$ cat src/pkg/ccpst_pkg.sv
// Constants for the capture/compare status, time base and compare block
package ccpst_pkg;
	// Register indices; byte address is four times the index
	localparam logic [9:0] IDX_STATUS = 10'h330;
	localparam logic [9:0] IDX_TB_LOW = 10'h334;
	localparam logic [9:0] IDX_TB_HIGH = 10'h336;
	localparam logic [9:0] IDX_PER_LOW = 10'h338;
	localparam logic [9:0] IDX_PER_HIGH = 10'h33A;
	localparam logic [9:0] IDX_CMP_PRI = 10'h33C;
	localparam logic [9:0] IDX_CMP_SEC = 10'h340;
	localparam logic [9:0] IDX_CAPBUF_LOW = 10'h344;
	localparam logic [9:0] IDX_CAPBUF_HIGH = 10'h346;
	localparam logic [9:0] IDX_CONTROL = 10'h348;
	localparam logic [9:0] IDX_IRQ_STATUS = 10'h34A;
	localparam logic [9:0] IDX_IRQ_MASK = 10'h34C;
	localparam int ADDR_W = 12;
	localparam logic [11:0] ADDR_STATUS = {IDX_STATUS, 2'h0};
	localparam logic [11:0] ADDR_TB_LOW = {IDX_TB_LOW, 2'h0};
	localparam logic [11:0] ADDR_TB_HIGH = {IDX_TB_HIGH, 2'h0};
	localparam logic [11:0] ADDR_PER_LOW = {IDX_PER_LOW, 2'h0};
	localparam logic [11:0] ADDR_PER_HIGH = {IDX_PER_HIGH, 2'h0};
	localparam logic [11:0] ADDR_CMP_PRI = {IDX_CMP_PRI, 2'h0};
	localparam logic [11:0] ADDR_CMP_SEC = {IDX_CMP_SEC, 2'h0};
	localparam logic [11:0] ADDR_CAPBUF_LOW = {IDX_CAPBUF_LOW, 2'h0};
	localparam logic [11:0] ADDR_CAPBUF_HIGH = {IDX_CAPBUF_HIGH, 2'h0};
	localparam logic [11:0] ADDR_CONTROL = {IDX_CONTROL, 2'h0};
	localparam logic [11:0] ADDR_IRQ_STATUS = {IDX_IRQ_STATUS, 2'h0};
	localparam logic [11:0] ADDR_IRQ_MASK = {IDX_IRQ_MASK, 2'h0};
	// Status register fields
	localparam int BIT_GATE_ARM = 10;
	localparam int BIT_TRIG = 7;
	localparam int BIT_TSET = 6;
	localparam int BIT_TCLR = 5;
	localparam int BIT_ASD = 4;
	localparam int BIT_SCE = 3;
	localparam int BIT_CDIS = 2;
	localparam int BIT_COV = 1;
	localparam int BIT_CBNE = 0;
	// Control register fields
	localparam int CTL_TRIGGERED_OPERATION_ENABLE = 0;
	localparam int CTL_GSM_LO = 1;
	localparam int CTL_GSM_HI = 2;
	// Interrupt status and mask fields
	localparam int IRQ_W = 4;
	localparam int IRQ_COMPARE = 0;
	localparam int IRQ_CAPTURE = 1;
	localparam int IRQ_OVERFLOW = 2;
	localparam int IRQ_SHUTDOWN = 3;
	// Capture FIFO
	localparam int CAP_PTR_W = 2;
	localparam logic [2:0] CAP_FULL = 3'h4;
	localparam logic [15:0] RESET_WORD = 16'h0000;
	typedef enum logic [1:0] {
		GSM_LEVEL = 2'b00,
		GSM_RISE = 2'b01,
		GSM_FALL = 2'b10,
		GSM_RSVD = 2'b11
	} ccpst_gsm_e;
	typedef enum logic {
		TB_HELD = 1'b0,
		TB_RUN = 1'b1
	} ccpst_trig_e;
endpackage : ccpst_pkg
$ cat src/hw/ccpst_top.sv
// Capture/compare status, time base, period and compare registers on APB
// Notes on behaviour
// Gate arm write arms one-shot gating; reads zero
// Trigger status shows timer running or held
// Trigger set request starts triggered timer
// Trigger clear request cancels the trigger
// Shutdown status high while shutdown in progress
// Bits four..one clearable; requests write-one only
// Compare event bit sticky until software clears
// Capture disable blocks capture input events
// Overflow bit set on capture FIFO overflow
// Buffer status shows FIFO not empty
// Thirty-two bit time base, low/high words
// Thirty-two bit period, low/high words
// Primary sixteen-bit compare against time base
// Secondary sixteen-bit compare against time base
// One-shot gate edges set/clear disable; level direct
// Read buffer presents oldest captured value
// Compare flag raised when time base equals primary
// Unimplemented status bits read zero, ignore writes
//
// Our own choice: register access over APB.
`timescale 1ns/100ps
module ccpst_top
	import ccpst_pkg::*;
(
	// Clock and reset
	input wire logic clk,
	input wire logic resetn,
	// APB slave
	input wire logic [ADDR_W-1:0] paddr,
	input wire logic psel,
	input wire logic penable,
	input wire logic pwrite,
	input wire logic [31:0] pwdata,
	output logic pready,
	output logic [31:0] prdata,
	output logic pslverr,
	// Block inputs
	input wire logic capture_input_pin,
	input wire logic gate_source,
	input wire logic shutdown_request,
	// Block outputs
	output logic irq,
	output logic shutdown_active,
	output logic timer_running,
	output logic secondary_match
);
	logic setup;
	logic wr;
	logic rd;
	logic wr_status;
	logic rd_irq;
	logic pop;
	logic push;
	logic push_ok;
	logic full;
	logic running;
	logic sce_set;
	logic gate_rise;
	logic gate_fall;
	logic cap_edge;
	logic addr_ok;
	logic [15:0] status_word;
	logic [31:0] rd_word;
	logic [31:0] tb;
	logic [31:0] next_tb;
	logic [31:0] period;
	logic [15:0] cmp_pri;
	logic [15:0] cmp_sec;
	logic trig_en;
	ccpst_gsm_e gsm;
	ccpst_trig_e trig_state;
	logic asd;
	logic sce;
	logic cdis;
	logic cov;
	logic armed;
	logic gate_prev;
	logic cap_prev;
	logic [31:0] cap_mem [0:3];
	logic [CAP_PTR_W-1:0] wr_ptr;
	logic [CAP_PTR_W-1:0] rd_ptr;
	logic [2:0] count;
	logic [IRQ_W-1:0] irq_st;
	logic [IRQ_W-1:0] irq_mask;
	logic [IRQ_W-1:0] irq_ev;

	// Zero wait state: every access completes in its first access cycle
	assign pready = 1'b1;
	assign setup = psel & ~penable;
	assign wr = psel & penable & pwrite;
	assign rd = psel & penable & ~pwrite;
	assign wr_status = wr && (paddr == ADDR_STATUS);
	assign rd_irq = rd && (paddr == ADDR_IRQ_STATUS);

	// Configuration and data registers
	always_ff @(posedge clk) begin
		if (!resetn) begin
			period <= {RESET_WORD, RESET_WORD};
			cmp_pri <= RESET_WORD;
			cmp_sec <= RESET_WORD;
			trig_en <= 1'b0;
			gsm <= GSM_LEVEL;
			irq_mask <= '0;
		end else if (wr) begin
			case (paddr)
				ADDR_PER_LOW: period[15:0] <= pwdata[15:0];
				ADDR_PER_HIGH: period[31:16] <= pwdata[15:0];
				ADDR_CMP_PRI: cmp_pri <= pwdata[15:0];
				ADDR_CMP_SEC: cmp_sec <= pwdata[15:0];
				ADDR_CONTROL: begin
					trig_en <= pwdata[CTL_TRIGGERED_OPERATION_ENABLE];
					gsm <= ccpst_gsm_e'(pwdata[CTL_GSM_HI:CTL_GSM_LO]);
				end
				ADDR_IRQ_MASK: irq_mask <= pwdata[IRQ_W-1:0];
				default: ;
			endcase
		end
	end

	// Trigger state; clear wins when both requests come together
	always_ff @(posedge clk) begin
		if (!resetn) begin
			trig_state <= TB_HELD;
		end else if (!trig_en) begin
			trig_state <= TB_HELD;
		end else if (wr_status && pwdata[BIT_TCLR]) begin
			trig_state <= TB_HELD;
		end else if (wr_status && pwdata[BIT_TSET]) begin
			trig_state <= TB_RUN;
		end
	end

	// Untriggered timer free-runs; triggered timer runs only once set
	assign running = ~trig_en | (trig_state == TB_RUN);
	assign timer_running = running;

	// Time base: held at zero until triggered, wraps at period
	always_comb begin
		next_tb = tb;
		if (!running) begin
			next_tb = '0;
		end else if (tb == period) begin
			next_tb = '0;
		end else begin
			next_tb = tb + 32'h1;
		end
		if (wr && paddr == ADDR_TB_LOW) begin
			next_tb[15:0] = pwdata[15:0];
		end
		if (wr && paddr == ADDR_TB_HIGH) begin
			next_tb[31:16] = pwdata[15:0];
		end
	end

	always_ff @(posedge clk) begin
		if (!resetn) begin
			tb <= {RESET_WORD, RESET_WORD};
		end else begin
			tb <= next_tb;
		end
	end

	// Compare events
	assign sce_set = running && (tb[15:0] == cmp_pri);

	always_ff @(posedge clk) begin
		if (!resetn) begin
			sce <= 1'b0;
			secondary_match <= 1'b0;
		end else begin
			secondary_match <= running && (tb[15:0] == cmp_sec);
			if (sce_set) begin
				sce <= 1'b1;
			end else if (wr_status && !pwdata[BIT_SCE]) begin
				sce <= 1'b0;
			end
		end
	end

	// Auto-shutdown status; a live request keeps it set against a clear
	always_ff @(posedge clk) begin
		if (!resetn) begin
			asd <= 1'b0;
		end else if (shutdown_request) begin
			asd <= 1'b1;
		end else if (wr_status && !pwdata[BIT_ASD]) begin
			asd <= 1'b0;
		end
	end
	assign shutdown_active = asd;

	// Gating source edges
	assign gate_rise = gate_source & ~gate_prev;
	assign gate_fall = ~gate_source & gate_prev;

	// Reset loads the live pin levels so no false edge follows reset
	always_ff @(posedge clk) begin
		if (!resetn) begin
			gate_prev <= gate_source;
			cap_prev <= capture_input_pin;
		end else begin
			gate_prev <= gate_source;
			cap_prev <= capture_input_pin;
		end
	end

	// One-shot arm; spent by the gating edge it waits for
	always_ff @(posedge clk) begin
		if (!resetn) begin
			armed <= 1'b0;
		end else if (gsm != GSM_RISE && gsm != GSM_FALL) begin
			armed <= 1'b0;
		end else if (wr_status && pwdata[BIT_GATE_ARM]) begin
			armed <= 1'b1;
		end else if ((gsm == GSM_FALL && gate_fall) || (gsm == GSM_RISE && gate_rise)) begin
			armed <= 1'b0;
		end
	end

	// Capture disable; hardware gating wins over a software clear
	always_ff @(posedge clk) begin
		if (!resetn) begin
			cdis <= 1'b0;
		end else if (gsm == GSM_LEVEL) begin
			cdis <= ~gate_source;
		end else if (armed && gsm == GSM_FALL && gate_fall) begin
			cdis <= 1'b1;
		end else if (armed && gsm == GSM_RISE && gate_rise) begin
			cdis <= 1'b0;
		end else if (wr_status && !pwdata[BIT_CDIS]) begin
			cdis <= 1'b0;
		end
	end

	// Capture FIFO; reading the high buffer word pops the oldest entry
	assign cap_edge = capture_input_pin & ~cap_prev;
	assign push = cap_edge & ~cdis;
	assign full = (count == CAP_FULL);
	assign pop = rd && (paddr == ADDR_CAPBUF_HIGH) && (count != '0);
	assign push_ok = push && (!full || pop);

	always_ff @(posedge clk) begin
		if (push_ok) begin
			cap_mem[wr_ptr] <= tb;
		end
	end

	always_ff @(posedge clk) begin
		if (!resetn) begin
			wr_ptr <= '0;
			rd_ptr <= '0;
			count <= '0;
		end else begin
			if (push_ok) begin
				wr_ptr <= wr_ptr + 1'b1;
			end
			if (pop) begin
				rd_ptr <= rd_ptr + 1'b1;
			end
			if (push_ok && !pop) begin
				count <= count + 3'h1;
			end else if (pop && !push_ok) begin
				count <= count - 3'h1;
			end
		end
	end

	// Overflow drops the new capture and keeps the older entries
	always_ff @(posedge clk) begin
		if (!resetn) begin
			cov <= 1'b0;
		end else if (push && !push_ok) begin
			cov <= 1'b1;
		end else if (wr_status && !pwdata[BIT_COV]) begin
			cov <= 1'b0;
		end
	end

	// Sticky interrupt status, cleared by its read; a new event wins
	always_comb begin
		irq_ev = '0;
		irq_ev[IRQ_COMPARE] = sce_set;
		irq_ev[IRQ_CAPTURE] = push_ok;
		irq_ev[IRQ_OVERFLOW] = push && !push_ok;
		irq_ev[IRQ_SHUTDOWN] = shutdown_request && !asd;
	end

	always_ff @(posedge clk) begin
		if (!resetn) begin
			irq_st <= '0;
		end else if (rd_irq) begin
			irq_st <= irq_ev;
		end else begin
			irq_st <= irq_st | irq_ev;
		end
	end
	assign irq = |(irq_st & irq_mask);

	// Status word; requests, arm and unused bits read zero
	always_comb begin
		status_word = '0;
		status_word[BIT_TRIG] = running;
		status_word[BIT_ASD] = asd;
		status_word[BIT_SCE] = sce;
		status_word[BIT_CDIS] = cdis;
		status_word[BIT_COV] = cov;
		status_word[BIT_CBNE] = (count != '0);
	end

	// Read mux, sampled in the setup cycle so prdata comes from a flop
	always_comb begin
		rd_word = '0;
		addr_ok = 1'b1;
		case (paddr)
			ADDR_STATUS: rd_word[15:0] = status_word;
			ADDR_TB_LOW: rd_word[15:0] = tb[15:0];
			ADDR_TB_HIGH: rd_word[15:0] = tb[31:16];
			ADDR_PER_LOW: rd_word[15:0] = period[15:0];
			ADDR_PER_HIGH: rd_word[15:0] = period[31:16];
			ADDR_CMP_PRI: rd_word[15:0] = cmp_pri;
			ADDR_CMP_SEC: rd_word[15:0] = cmp_sec;
			ADDR_CAPBUF_LOW: rd_word[15:0] = cap_mem[rd_ptr][15:0];
			ADDR_CAPBUF_HIGH: rd_word[15:0] = cap_mem[rd_ptr][31:16];
			ADDR_CONTROL: begin
				rd_word[CTL_TRIGGERED_OPERATION_ENABLE] = trig_en;
				rd_word[CTL_GSM_HI:CTL_GSM_LO] = gsm;
			end
			ADDR_IRQ_STATUS: rd_word[IRQ_W-1:0] = irq_st;
			ADDR_IRQ_MASK: rd_word[IRQ_W-1:0] = irq_mask;
			default: addr_ok = 1'b0;
		endcase
	end

	always_ff @(posedge clk) begin
		if (!resetn) begin
			prdata <= '0;
			pslverr <= 1'b0;
		end else if (setup) begin
			prdata <= pwrite ? 32'h0 : rd_word;
			pslverr <= ~addr_ok;
		end
	end
endmodule : ccpst_top

$ cat config.mk
export PLATFORM = sky130hd
export DESIGN_NAME = ccpst_top
export DESIGN_NICKNAME = d
export VERILOG_FILES = /design/src/pkg/ccpst_pkg.sv /design/src/hw/ccpst_top.sv
export SDC_FILE = /design/constraint.sdc
export NUM_CORES = 1
export LEC_CHECK = 0
export BUFFER_PORTS_ARGS = -buffer_cell sky130_fd_sc_hd__buf_4
export CAP_MARGIN = 20
export CORE_ASPECT_RATIO = 1.75
export CORE_MARGIN = 1
export CORE_UTILIZATION = 51
export CTS_BUF_LIST = sky130_fd_sc_hd__clkbuf_2
export DETAILED_ROUTE_END_ITERATION = 16
export PLACE_DENSITY = 0.67
export SLEW_MARGIN = 20
export SYNTH_ARGS = -nofsm -noshare
export SYNTH_HDL_FRONTEND = slang
export SYNTH_SLANG_ARGS = --single-unit
export TNS_END_PERCENT = 100
$ cat constraint.sdc
create_clock -name clk -period 6.81 [get_ports clk]
set_input_delay 1.362 -clock clk [delete_from_list [all_inputs] [get_ports clk]]
set_output_delay 1.362 -clock clk [all_outputs]
set_load 0.02 [all_outputs]
==> results of run 1 <==
worst max path at each step:
stage	endpoint	slack (ns)	cells past startpoint	startpoint
after floorplan	count[2]	2.99	12	paddr[9]
after global placement	count[2]	1.90	11	paddr[4]
after detailed placement	count[2]	1.84	11	paddr[4]
after CTS	count[2]	2.76	11	paddr[4]
after global routing	count[2]	2.38	11	paddr[4]
final	count[2]	2.68	11	paddr[4]
metrics by stage:
| step | power (W) | instance area, µm² |
|---|---|---|
| after floorplan | 0.00183 | 12700 |
| after global placement | 0.00189 | 13100 |
| after detailed placement | 0.00189 | 13100 |
| after CTS | 0.00285 | 13600 |
| after global routing | 0.00294 | 13700 |
| final | 0.00283 | 13700 |
cells in the mapped netlist, types with 16 or more instances:
| cell | instances | share of area (%) |
|---|---|---|
| sky130_fd_sc_hd__buf_4 | 20 | 1.2 |
| sky130_fd_sc_hd__nand2_1 | 196 | 5.8 |
| sky130_fd_sc_hd__nor2_1 | 43 | 1.3 |
| sky130_fd_sc_hd__nand3_1 | 33 | 1.3 |
| sky130_fd_sc_hd__a21oi_1 | 90 | 3.6 |
| sky130_fd_sc_hd__buf_2 | 39 | 1.5 |
| sky130_fd_sc_hd__clkbuf_1 | 32 | 0.95 |
| sky130_fd_sc_hd__a22oi_1 | 33 | 2.0 |
| sky130_fd_sc_hd__edfxtp_1 | 128 | 30 |
| sky130_fd_sc_hd__xnor2_1 | 29 | 2.0 |
| sky130_fd_sc_hd__mux4_2 | 36 | 6.4 |
| sky130_fd_sc_hd__dfxtp_1 | 142 | 22 |
| sky130_fd_sc_hd__nor4_1 | 16 | 0.79 |
| sky130_fd_sc_hd__xor2_1 | 66 | 4.6 |
| sky130_fd_sc_hd__mux2i_1 | 21 | 1.7 |
| sky130_fd_sc_hd__o21ai_0 | 19 | 0.75 |
layout make-up:
cell class | instances | area, µm²
sequential | 270 | 6690
multi-input combinational | 799 | 5470
clock buffer | 89 | 445
timing repair buffer | 70 | 526
antenna | 1 | 2.50
fill | 2244 | 10900
tap | 312 | 390
inverter | 13 | 50.0
clock inverter | 18 | 77.6
power groups by stage:
stage / combinational, W / clock (W) / sequential (W)
finish: 0.000141 / 0.000977 / 0.00171
global route: 0.000149 / 0.00107 / 0.00172
CTS: 0.000139 / 0.000995 / 0.00171
detailed placement: 0.000139 / 0 / 0.00175
global placement: 0.000138 / 0 / 0.00175
floorplan: 0.0000854 / 0 / 0.00175
flip-flops by register name (all words and copies together) (netlist names), 3 cells and up, named ones only:
register	flops
count	3
cmp_pri	16
period	32
irq_mask	4
cap_mem	128
irq_st	4
cmp_sec	16
tb	32
prdata	16
cells by family (layout without fill, tap and decap cells):
family	after synthesis	in the layout	share of synthesized area (%)
mux	60	60	8.33
simple gates	388	388	15.0
compound gates	229	229	11.7
fa+ha+maj	10	10	1.05
buf+inv	111	190	4.51
flops	270	270	52.8
other cells	2	18	0.0593
xor+xnor	95	95	6.57
per-layer routing:
| layer | track usage, % | vias up | share of wire [%] |
|---|---|---|---|
| met5 | 0 | - | 0 |
| met4 | 21.1 | 0 | 7.2 |
| met3 | 4.46 | 152 | 7.4 |
| met2 | 52.2 | 521 | 50 |
| met1 | 36.8 | 4724 | 36 |
| li1 | - | 4345 | - |
worst min-delay path, delay by kind of cell (launching register included):
kind,cells,cell delay [ns]
flip-flops,1,0.33
AND/OR/NAND/NOR,1,0.05
AO/OA/AOI/OAI,1,0.05
==> results.yml, run 1 <==
power:
  power_switching_share_pct: 25.9
  power.density_mw_per_mm2: 207
  combPwrFrac_pct: 5.0
  static-leakage-power_nw: 4.85
  power.sequential.fraction_pct: 60.5
  switchingPower_w: 0.000734
  worst_ir_drop_vdd_v: 0.000129
  p_int_w: 0.00210
  p_clk_share_pct: 34.5
setup_path:
  end_kind: "flip-flop"
  worstRegToRegCells: 7
  max_stage_delay_on_crit_path_ns: 0.66
  required_ns: 7.61
  crit-reg2reg-launch: "tb[0]"
  cp_top_family: "simple AND/OR/NAND/NOR gates"
  worstPathBufferInverterCount: 2
  criticalPathCategory: "in2reg"
  critPathLaunchType: "input port"
  worstReg2RegEnd: "tb[30]"
  regToRegSetupSlack_ns: 3.79
  critical_path.slowest_cell: "sky130_fd_sc_hd__nor2b_1"
  cp_max_fo: 38
  critical_path.cell_chain: "buf_4, nor2b_1, nand3_1, nor4_1, o21a_1, ha_1, inv_1, fa_1, xor2_1, or3_1, a21oi_1"
  worst_ep_arrival_time_ns: 4.93
placed_design:
  numPortBuffers: 56
  place.gp.congestion: 0.995
  dp_cells: 1464
  detailedPlace.worstSlack_ns: 1.84
  post-dp-hpwl_um: 27000
synth:
  dominantRegCellSynth: "sky130_fd_sc_hd__dfxtp_1"
  post_synth_num_cell_types: 72
  yosysWarnings: 0
  ys_ff_latch: 270
  asyncSetResetFlopFracSynth_pct: 0
  syn-mean-instance-area_um2: 10.9
  netlist_instances: 1165
  synth_edf_count: 128
  mappedNetlistArea_mm2: 0.0127
  ys_seq_area_share_pct: 52.8
finish:
  area.growth.synth_to_final_pct: 7.83
  finalNonFillerCells: 1572
  postLayoutCoreUtil_pct: 55.7
  mostFrequentLayoutCells: "196 x sky130_fd_sc_hd__nand2_1, 141 x sky130_fd_sc_hd__dfxtp_1, 128 x sky130_fd_sc_hd__edfxtp_1"
  commonest_non_fill_non_tap_cell_in_the_layout: "sky130_fd_sc_hd__nand2_1"
  finalNetCount: 1274
  share_of_post_route_cells_with_drive_strength_above_1_pct: 18.6
sta:
  worst_slack_ns: 2.68
  timing.final.setup_violations: 0
  setup_tns_ns: 0
  rsz0062_at_grt: "false"
  timing_hold_violations_final: 0
  hold-worst-slack_ns: 0.461
  tightestPinTransition_ns: 1.15
  worst_slew_margin_rel_pct: 22.5
  finalWorstPathRequiredPeriod_ns: 4.13
  final_min_period_over_clock_period_pct: 60.7
  fmaxAchievable_mhz: 242
  number_of_slew_limit_violations_in_the_final_report: 0
  timing.clock.skew_ns: 0.0944
clock_tree:
  clockBufferDepth: 3
  cts_tree: "built"
  postCtsHoldBufs: 0
  post-cts-setup-buffers: 0
  cts_buffers: 58
  cts.sink_count: 270
  htree_num_levels: 2
  cts.reportedPaths.clkPinSlew_ns: 0.11
  postCtsResizedCells: 0
  insertion_delay_ns: 0.94
  cts_root_buf: "sky130_fd_sc_hd__clkbuf_2"
route:
  first_iter_violations: 1050
  detail_route.first_pass.iterations: 5
  routedWlPerCell_um: 24.7
  via_count: 9742
  detail_route.drc_violations: 0
  detail_route.vias_per_cell: 6.20
  ant_nets_after_route: 0
  route.final.wire_length_um: 38800
run_status:
  outcome: "completed"
floorplanning:
  fp.dieH_um: 210
  fp.dieArea_mm2: 0.0255
  core_region_area_mm2: 0.0245
  fp-row-count: 76
  die_width_um: 121
  starting_utilization_of_the_core_area_pct: 51.6
  top_level_ports: 90
global_routing:
  antenna_found_initial: 1
  vias_in_the_first_global_route: 9337
  grt_first_pass_wirelength_um: 57300
  pin_count_of_the_biggest_net_entering_global_routing: 82
  track_usage_pct: 31.2
  remaining_global_route_overflow: 0
worst_hold_path:
  timing.hold.worst_path_depth: 2
  holdPathEnd: "prdata[14]"
  hp-start: "prdata[14]"
  hold_class: "reg2reg"
job:
  max_cap_violations: 0
No activity file was read; power rests on OpenSTA's default activity.
==> run 2: changes to the inputs <==
--- a/config.mk
+++ b/config.mk
@@ -5,6 +5,7 @@
 export SDC_FILE = /design/constraint.sdc
 export NUM_CORES = 1
 export LEC_CHECK = 0
+export ABC_AREA = 1
 export BUFFER_PORTS_ARGS = -buffer_cell sky130_fd_sc_hd__buf_4
 export CAP_MARGIN = 20
 export CORE_ASPECT_RATIO = 1.75
==> constraint.sdc (replaced) <==
create_clock -name clk -period 4.2 [get_ports clk]
set_input_delay 0.84 -clock clk [delete_from_list [all_inputs] [get_ports clk]]
set_output_delay 0.84 -clock clk [all_outputs]
set_load 0.02 [all_outputs]
==> run 2 against run 1 <==
Against the previous run: sequential share of layout area down 3.5 points; the run now ends with design-rule violations left; clock power up 66%; critical path depth down 2; largest cell class unchanged; combinational power up 62%; critical endpoint is now tb[14]; global-route usage down 0.30 points; cell area up 7.8%; register-to-register slack worse by 2.3 ns; worst hold slack worse by 0.40 ns; synthesized area up 7.6%; routed wire length up 5.8%; clock skew down 0.017 ns; sequential power up 63%.
==> results.yml, run 2 <==
job:
  max_cap_violations: 0
synth:
  mappedNetlistArea_mm2: 0.0136
  netlist_instances: 1725
  yosys.area.top_type: "sky130_fd_sc_hd__edfxtp_1"
  yosysWarnings: 0
  synthTopCellsByCount: "367 x sky130_fd_sc_hd__nand2_1, 210 x sky130_fd_sc_hd__nor2_1, 166 x sky130_fd_sc_hd__o21ai_0"
  yosysMostFrequentCell: "sky130_fd_sc_hd__nand2_1"
  synth_edf_count: 128
  ys_seq_area_share_pct: 49.1
  asyncSetResetFlopFracSynth_pct: 0
  dominantRegCellSynth: "sky130_fd_sc_hd__dfxtp_1"
  synth_top_area_share_pct: 28.2
  syn-mean-instance-area_um2: 7.90
  synth_area_leaders: "sky130_fd_sc_hd__edfxtp_1 28%, sky130_fd_sc_hd__dfxtp_1 21%, sky130_fd_sc_hd__nand2_1 10%"
  post_synth_num_cell_types: 45
  ys_ff_latch: 270
global_routing:
  vias_in_the_first_global_route: 11900
  antenna_found_initial: 1
  track_usage_pct: 30.9
  grt_first_pass_wirelength_um: 64500
  pin_count_of_the_biggest_net_entering_global_routing: 69
  remaining_global_route_overflow: 0
power:
  p_clk_share_pct: 35.0
  combPwrFrac_pct: 4.9
  pnr_total_power_w: 0.00463
  power_switching_share_pct: 26.5
  power.density_mw_per_mm2: 314
  worst_ir_drop_vdd_v: 0.000234
  power.sequential.fraction_pct: 60.0
  p_int_w: 0.00340
  switchingPower_w: 0.00123
  static-leakage-power_nw: 5.66
finish:
  final.fill_count: 2455
  largest_reg_flops: 128
  share_of_post_route_cells_with_drive_strength_above_1_pct: 11.6
  finalNonFillerCells: 2150
  stdcell_area_mm2: 0.0147
  commonest_non_fill_non_tap_cell_in_the_layout: "sky130_fd_sc_hd__nand2_1"
  finalNetCount: 1844
  reg_with_most_ffs: "cap_mem"
  multiInputGateArea_mm2: 0.00583
  layout.area.seq_mm2: 0.00669
  mostFrequentLayoutCells: "366 x sky130_fd_sc_hd__nand2_1, 205 x sky130_fd_sc_hd__nor2_1, 166 x sky130_fd_sc_hd__o21ai_0"
  layout_top_registers: "cap_mem: 128 flops, period: 32 flops, tb: 32 flops"
  area.growth.synth_to_final_pct: 8.01
placed_design:
  post-dp-hpwl_um: 28800
  place.gp.congestion: 1.00
  placed_area_mm2: 0.0142
  dp_cells: 2041
  numPortBuffers: 56
setup_path:
  critical_path.slowest_cell: "sky130_fd_sc_hd__dfxtp_1"
  critical_path.cell_chain: "inv_1, nand2_1, nand4_1, nor2_1, nand2_1, nor2_1, nand2_2, nand3_1, a21oi_1"
  worst_ep_arrival_time_ns: 3.49
  required_ns: 4.97
  max_stage_delay_on_crit_path_ns: 0.79
  critPathLaunchType: "flip-flop"
  end_kind: "flip-flop"
  crit-reg2reg-launch: "tb[3]"
  cp_max_fo: 32
  regToRegSetupSlack_ns: 1.48
  worstRegToRegCells: 9
  criticalPathCategory: "reg2reg"
  worstReg2RegEnd: "tb[14]"
route:
  detail_route.vias_per_cell: 5.75
  routedWlPerCell_um: 19.1
  first_iter_violations: 1089
  via_count: 12400
  detail_route.drc_violations: 5
  route.final.wire_length_um: 41000
  ant_nets_after_route: 0
  detail_route.first_pass.iterations: 12
clock_tree:
  clockBufferDepth: 3
  cts.sink_count: 270
  cts.reportedPaths.clkPinSlew_ns: 0.13
  cts_buffers: 59
  htree_num_levels: 2
  cts_root_buf: "sky130_fd_sc_hd__clkbuf_2"
  insertion_delay_ns: 0.97
  post-cts-setup-buffers: 0
  postCtsHoldBufs: 0
  cts_tree: "built"
  postCtsResizedCells: 0
sta:
  final_min_period_over_clock_period_pct: 64.7
  finalWorstPathRequiredPeriod_ns: 2.72
  setup_tns_ns: 0
  tightestPinTransition_ns: 0.983
  number_of_slew_limit_violations_in_the_final_report: 0
  timing.clock.skew_ns: 0.0771
  rsz0062_at_grt: "false"
  timing.final.setup_violations: 0
  hold-worst-slack_ns: 0.0591
  fmaxAchievable_mhz: 368
  worst_slew_margin_rel_pct: 34.5
  timing_hold_violations_final: 0
worst_hold_path:
  timing.hold.worst_path_depth: 1
  holdPathEnd: "cap_prev"
  hp-start: "capture_input_pin"
  hold_class: "in2reg"
floorplanning:
  fp.dieArea_mm2: 0.0274
  top_level_ports: 90
  fp.dieH_um: 218
  core_region_area_mm2: 0.0261
  starting_utilization_of_the_core_area_pct: 52.3
  die_width_um: 126
  fp-row-count: 78
run_status:
  violations: "design-rule violations"
  outcome: "finished with violations"
-- run 2: changes by cell type in the layout (fill, tap and decap cells not counted), sizes merged, moves of 21 or more --
| cell | delta |
|---|---|
| mux4 | -36 |
| inv | +161 |
| nand3 | +82 |
| mux2i | -21 |
| xor2 | -45 |
| nand4 | +35 |
| a21oi | +43 |
| a22oi | -33 |
| nand2 | +175 |
| o21ai | +133 |
| nor2 | +181 |
-- run 2: cells by family after synthesis --
| family | Yosys count | synth area share, % |
|---|---|---|
| and+or+nand+nor | 789 | 25.2 |
| DFF | 270 | 49.1 |
| other | 2 | 0.0551 |
| xor gates and xnor gates | 42 | 2.70 |
| buffers and inverters | 273 | 8.83 |
| AOI/OAI and AO/OA | 339 | 13.1 |
| adders and majority gates | 10 | 0.973 |
-- run 2: how the worst max path moves through the flow --
stage                         start       endpoint  slack [ns]
after floorplan            paddr[7]  cap_mem[0][0]        0.75
after global placement    paddr[10]    cmp_sec[11]        0.81
after detailed placement  paddr[10]    cmp_sec[15]        0.74
after CTS                     tb[3]         tb[14]        1.37
after global routing      paddr[10]     cmp_sec[4]        1.39
final                         tb[3]         tb[14]        1.48
-- run 2: power by group through the flow --
stage / clock network (W) / logic (W) / registers, W
3_3_place_gp: 0 / 0.000221 / 0.00284
5_1_grt: 0.00175 / 0.000249 / 0.00278
6_report: 0.00162 / 0.000229 / 0.00278
4_1_cts: 0.00164 / 0.000226 / 0.00278
2_1_floorplan: 0 / 0.000136 / 0.00284
3_5_place_dp: 0 / 0.000226 / 0.00284
-- run 2: cell type report --
type                       instances  share of cell area [%]
sequential                       270                    45.4
inverter                         175                    4.48
clock inverter                    33                    1.16
antenna                            1                  0.0170
timing repair buffer              79                    4.03
multi-input combinational       1197                    39.6
tap                              320                    2.72
clock buffer                      75                    2.55
-- run 2: metrics by stage --
stage,setup WS [ns],utilization (%)
2_1_floorplan,0.746,-
3_3_place_gp,0.810,54.4
5_1_grt,1.39,56.5
4_1_cts,1.37,56.5
3_5_place_dp,0.739,54.4
6_report,1.48,56.5
-- run 2: per-layer routing --
metal  part of all wire [%]  track usage [%]  vias to the layer above
li1                       -                -                     5859
met1                     37             34.8                     5715
met2                     49             52.9                      583
met3                    6.9             4.31                      205
met4                    7.5             23.4                        0
met5                      0                0                        -
-- run 2: worst max-delay path, delay by kind of cell (launching register included) --
| family | cells | cell delay, ns |
|---|---|---|
| simple gates | 7 | 1.40 |
| flops | 1 | 0.79 |
| buf+inv | 1 | 0.26 |
| compound gates | 1 | 0.08 |
==> run 3: changes to the inputs <==
--- a/config.mk
+++ b/config.mk
@@ -13,7 +13,7 @@
 export CORE_UTILIZATION = 51
 export CTS_BUF_LIST = sky130_fd_sc_hd__clkbuf_2
 export DETAILED_ROUTE_END_ITERATION = 16
-export PLACE_DENSITY = 0.67
+export PLACE_DENSITY = 0.7
 export SLEW_MARGIN = 20
 export SYNTH_ARGS = -nofsm -noshare
 export SYNTH_HDL_FRONTEND = slang
==> constraint.sdc (replaced) <==
create_clock -name clk -period 2.45 [get_ports clk]
set_input_delay 0.49 -clock clk [delete_from_list [all_inputs] [get_ports clk]]
set_output_delay 0.49 -clock clk [all_outputs]
set_load 0.02 [all_outputs]
==> run 3 against run 2 <==
Against the previous run: largest cell class unchanged; critical path depth down 7; count of clock-buffer cells in the layout grew 8; the flow still finishes with violations (design-rule violations); global-route usage rose by 1.1 points; cell count up 3.7%; worst setup slack got worse by 1.4 ns; sequential power up 71%; register-to-register slack lost 1.3 ns; first-iteration DRC count down 0.73%; sequential share of layout area down 2.3 points.
==> results.yml, run 3 (synthesis results as in run 2) <==
run_status:
  outcome: "finished with violations"
  violations: "design-rule violations"
route:
  detail_route.drc_violations: 3
  ant_nets_after_route: 0
  routedWlPerCell_um: 19.1
  detail_route.vias_per_cell: 5.63
  detail_route.first_pass.iterations: 13
  first_iter_violations: 1081
  via_count: 12600
  route.final.wire_length_um: 42600
power:
  power.density_mw_per_mm2: 524
  worst_ir_drop_vdd_v: 0.000319
  static-leakage-power_nw: 6.10
  pnr_total_power_w: 0.00813
finish:
  reg_with_most_ffs: "cap_mem"
  largest_reg_flops: 128
  mostFrequentLayoutCells: "367 x sky130_fd_sc_hd__nand2_1, 205 x sky130_fd_sc_hd__nor2_1, 166 x sky130_fd_sc_hd__o21ai_0"
  final.fill_count: 2414
  stdcell_area_mm2: 0.0155
  area.growth.synth_to_final_pct: 13.8
  layout_top_registers: "cap_mem: 128 flops, period: 32 flops, tb: 32 flops"
  commonest_non_fill_non_tap_cell_in_the_layout: "sky130_fd_sc_hd__nand2_1"
  finalNetCount: 1924
  finalNonFillerCells: 2229
  share_of_post_route_cells_with_drive_strength_above_1_pct: 14.6
setup_path:
  worst_ep_arrival_time_ns: 1.87
  worstPathBufferInverterCount: 1
  max_stage_delay_on_crit_path_ns: 0.42
  critical_path.slowest_cell: "sky130_fd_sc_hd__dfxtp_1"
  cp_top_family: "flip-flops"
  end_kind: "output pin"
  critPathLaunchType: "flip-flop"
  cp_max_fo: 5
  required_ns: 1.96
  criticalPathCategory: "reg2out"
  critical_path.cell_chain: "nand2_1, buf_4"
sta:
  number_of_slew_limit_violations_in_the_final_report: 0
  timing_hold_violations_final: 0
  rsz0062_at_grt: "false"
  tightestPinTransition_ns: 0.732
  final_min_period_over_clock_period_pct: 96.5
  timing.final.setup_violations: 0
  worst_slew_margin_rel_pct: 51.2
  fmaxAchievable_mhz: 423
  timing.clock.skew_ns: 0.0513
  finalWorstPathRequiredPeriod_ns: 2.36
floorplanning:
  fp.dieArea_mm2: 0.0274
  fp-row-count: 78
  die_width_um: 126
  fp.dieH_um: 218
  core_region_area_mm2: 0.0261
  top_level_ports: 90
  starting_utilization_of_the_core_area_pct: 52.3
global_routing:
  antenna_found_initial: 1
  grt_first_pass_wirelength_um: 66400
  track_usage_pct: 32.0
  vias_in_the_first_global_route: 12600
  remaining_global_route_overflow: 0
  pin_count_of_the_biggest_net_entering_global_routing: 69
clock_tree:
  postCtsResizedCells: 0
  cts_tree: "built"
  htree_num_levels: 2
  cts_buffers: 57
  cts.sink_count: 270
  cts_root_buf: "sky130_fd_sc_hd__clkbuf_2"
  post-cts-setup-buffers: 0
  cts.reportedPaths.clkPinSlew_ns: 0.11
  insertion_delay_ns: 0.95
  clockBufferDepth: 3
placed_design:
  numPortBuffers: 56
  place.gp.congestion: 0.970
  dp_cells: 2101
  placed_area_mm2: 0.0147
  post-dp-hpwl_um: 30500
worst_hold_path:
  hold_class: "in2reg"
job:
  max_cap_violations: 0
## run 3: cell type report
class | count | area, µm² | area share [%]
Sequential cell | 270 | 6690 | 43.1
Multi-Input combinational cell | 1197 | 5820 | 37.6
Timing Repair Buffer | 161 | 1360 | 8.80
Inverter | 175 | 659 | 4.25
Clock buffer | 83 | 415 | 2.68
Tap cell | 320 | 400 | 2.58
Clock inverter | 22 | 149 | 0.960
Antenna cell | 1 | 2.50 | 0.0161
## run 3: stage by stage
stage / hold WS (ns) / setup slack, ns / TNS [ns] / util, %
2_1_floorplan: 0.430 / -0.171 / -21.89 / -
4_1_cts: 0.0383 / 0.0929 / 0 / 59.5
6_report: 0.0793 / 0.0865 / 0 / 59.5
5_1_grt: 0.0747 / 0.0656 / 0 / 59.5
3_3_place_gp: 0.437 / -0.107 / -0.107 / 56.5
3_5_place_dp: 0.459 / -0.143 / -0.143 / 56.5
## run 3: tightest hold or removal path, stage by stage
cell	delay, ns
sky130_fd_sc_hd__buf_4	0.11
sky130_fd_sc_hd__inv_1	0.06
sky130_fd_sc_hd__buf_4	0.11
sky130_fd_sc_hd__nor2_2	0.05
sky130_fd_sc_hd__nand3_1	0.08
sky130_fd_sc_hd__a21oi_1	0.06
## run 3: worst paths after layout
path               from             to  slack [ns]  cells past startpoint
max             trig_en  timer_running        0.09                      2
max reg2reg       tb[4]         tb[23]        0.22                      8
min                psel      prdata[3]        0.08                      6
min reg2reg  prdata[10]     prdata[10]        0.47                      2
## run 3: per-layer routing
| metal | up-vias | wire [µm] | global-route usage, % |
|---|---|---|---|
| li1 | 6010 | - | - |
| met1 | 5818 | 15600 | 34.7 |
| met2 | 564 | 21700 | 58.2 |
| met3 | 168 | 2650 | 4.11 |
| met4 | 0 | 2710 | 20.9 |
| met5 | - | 0 | 0 |
## run 3: power breakdown
group / switching, W / internal, W / leakage (nW)
logic: 0.000299 / 0.000162 / 3.34
clock network: 0.00177 / 0.00114 / 0.423
registers: 0.0000217 / 0.00474 / 2.34
## run 3: timing repair
action / 4_1_cts / 5_1_grt
endpoints found under the hold margin: 119 / 0
endpoints found under the setup margin: 0 / 0
hold buffers: 22 / 0
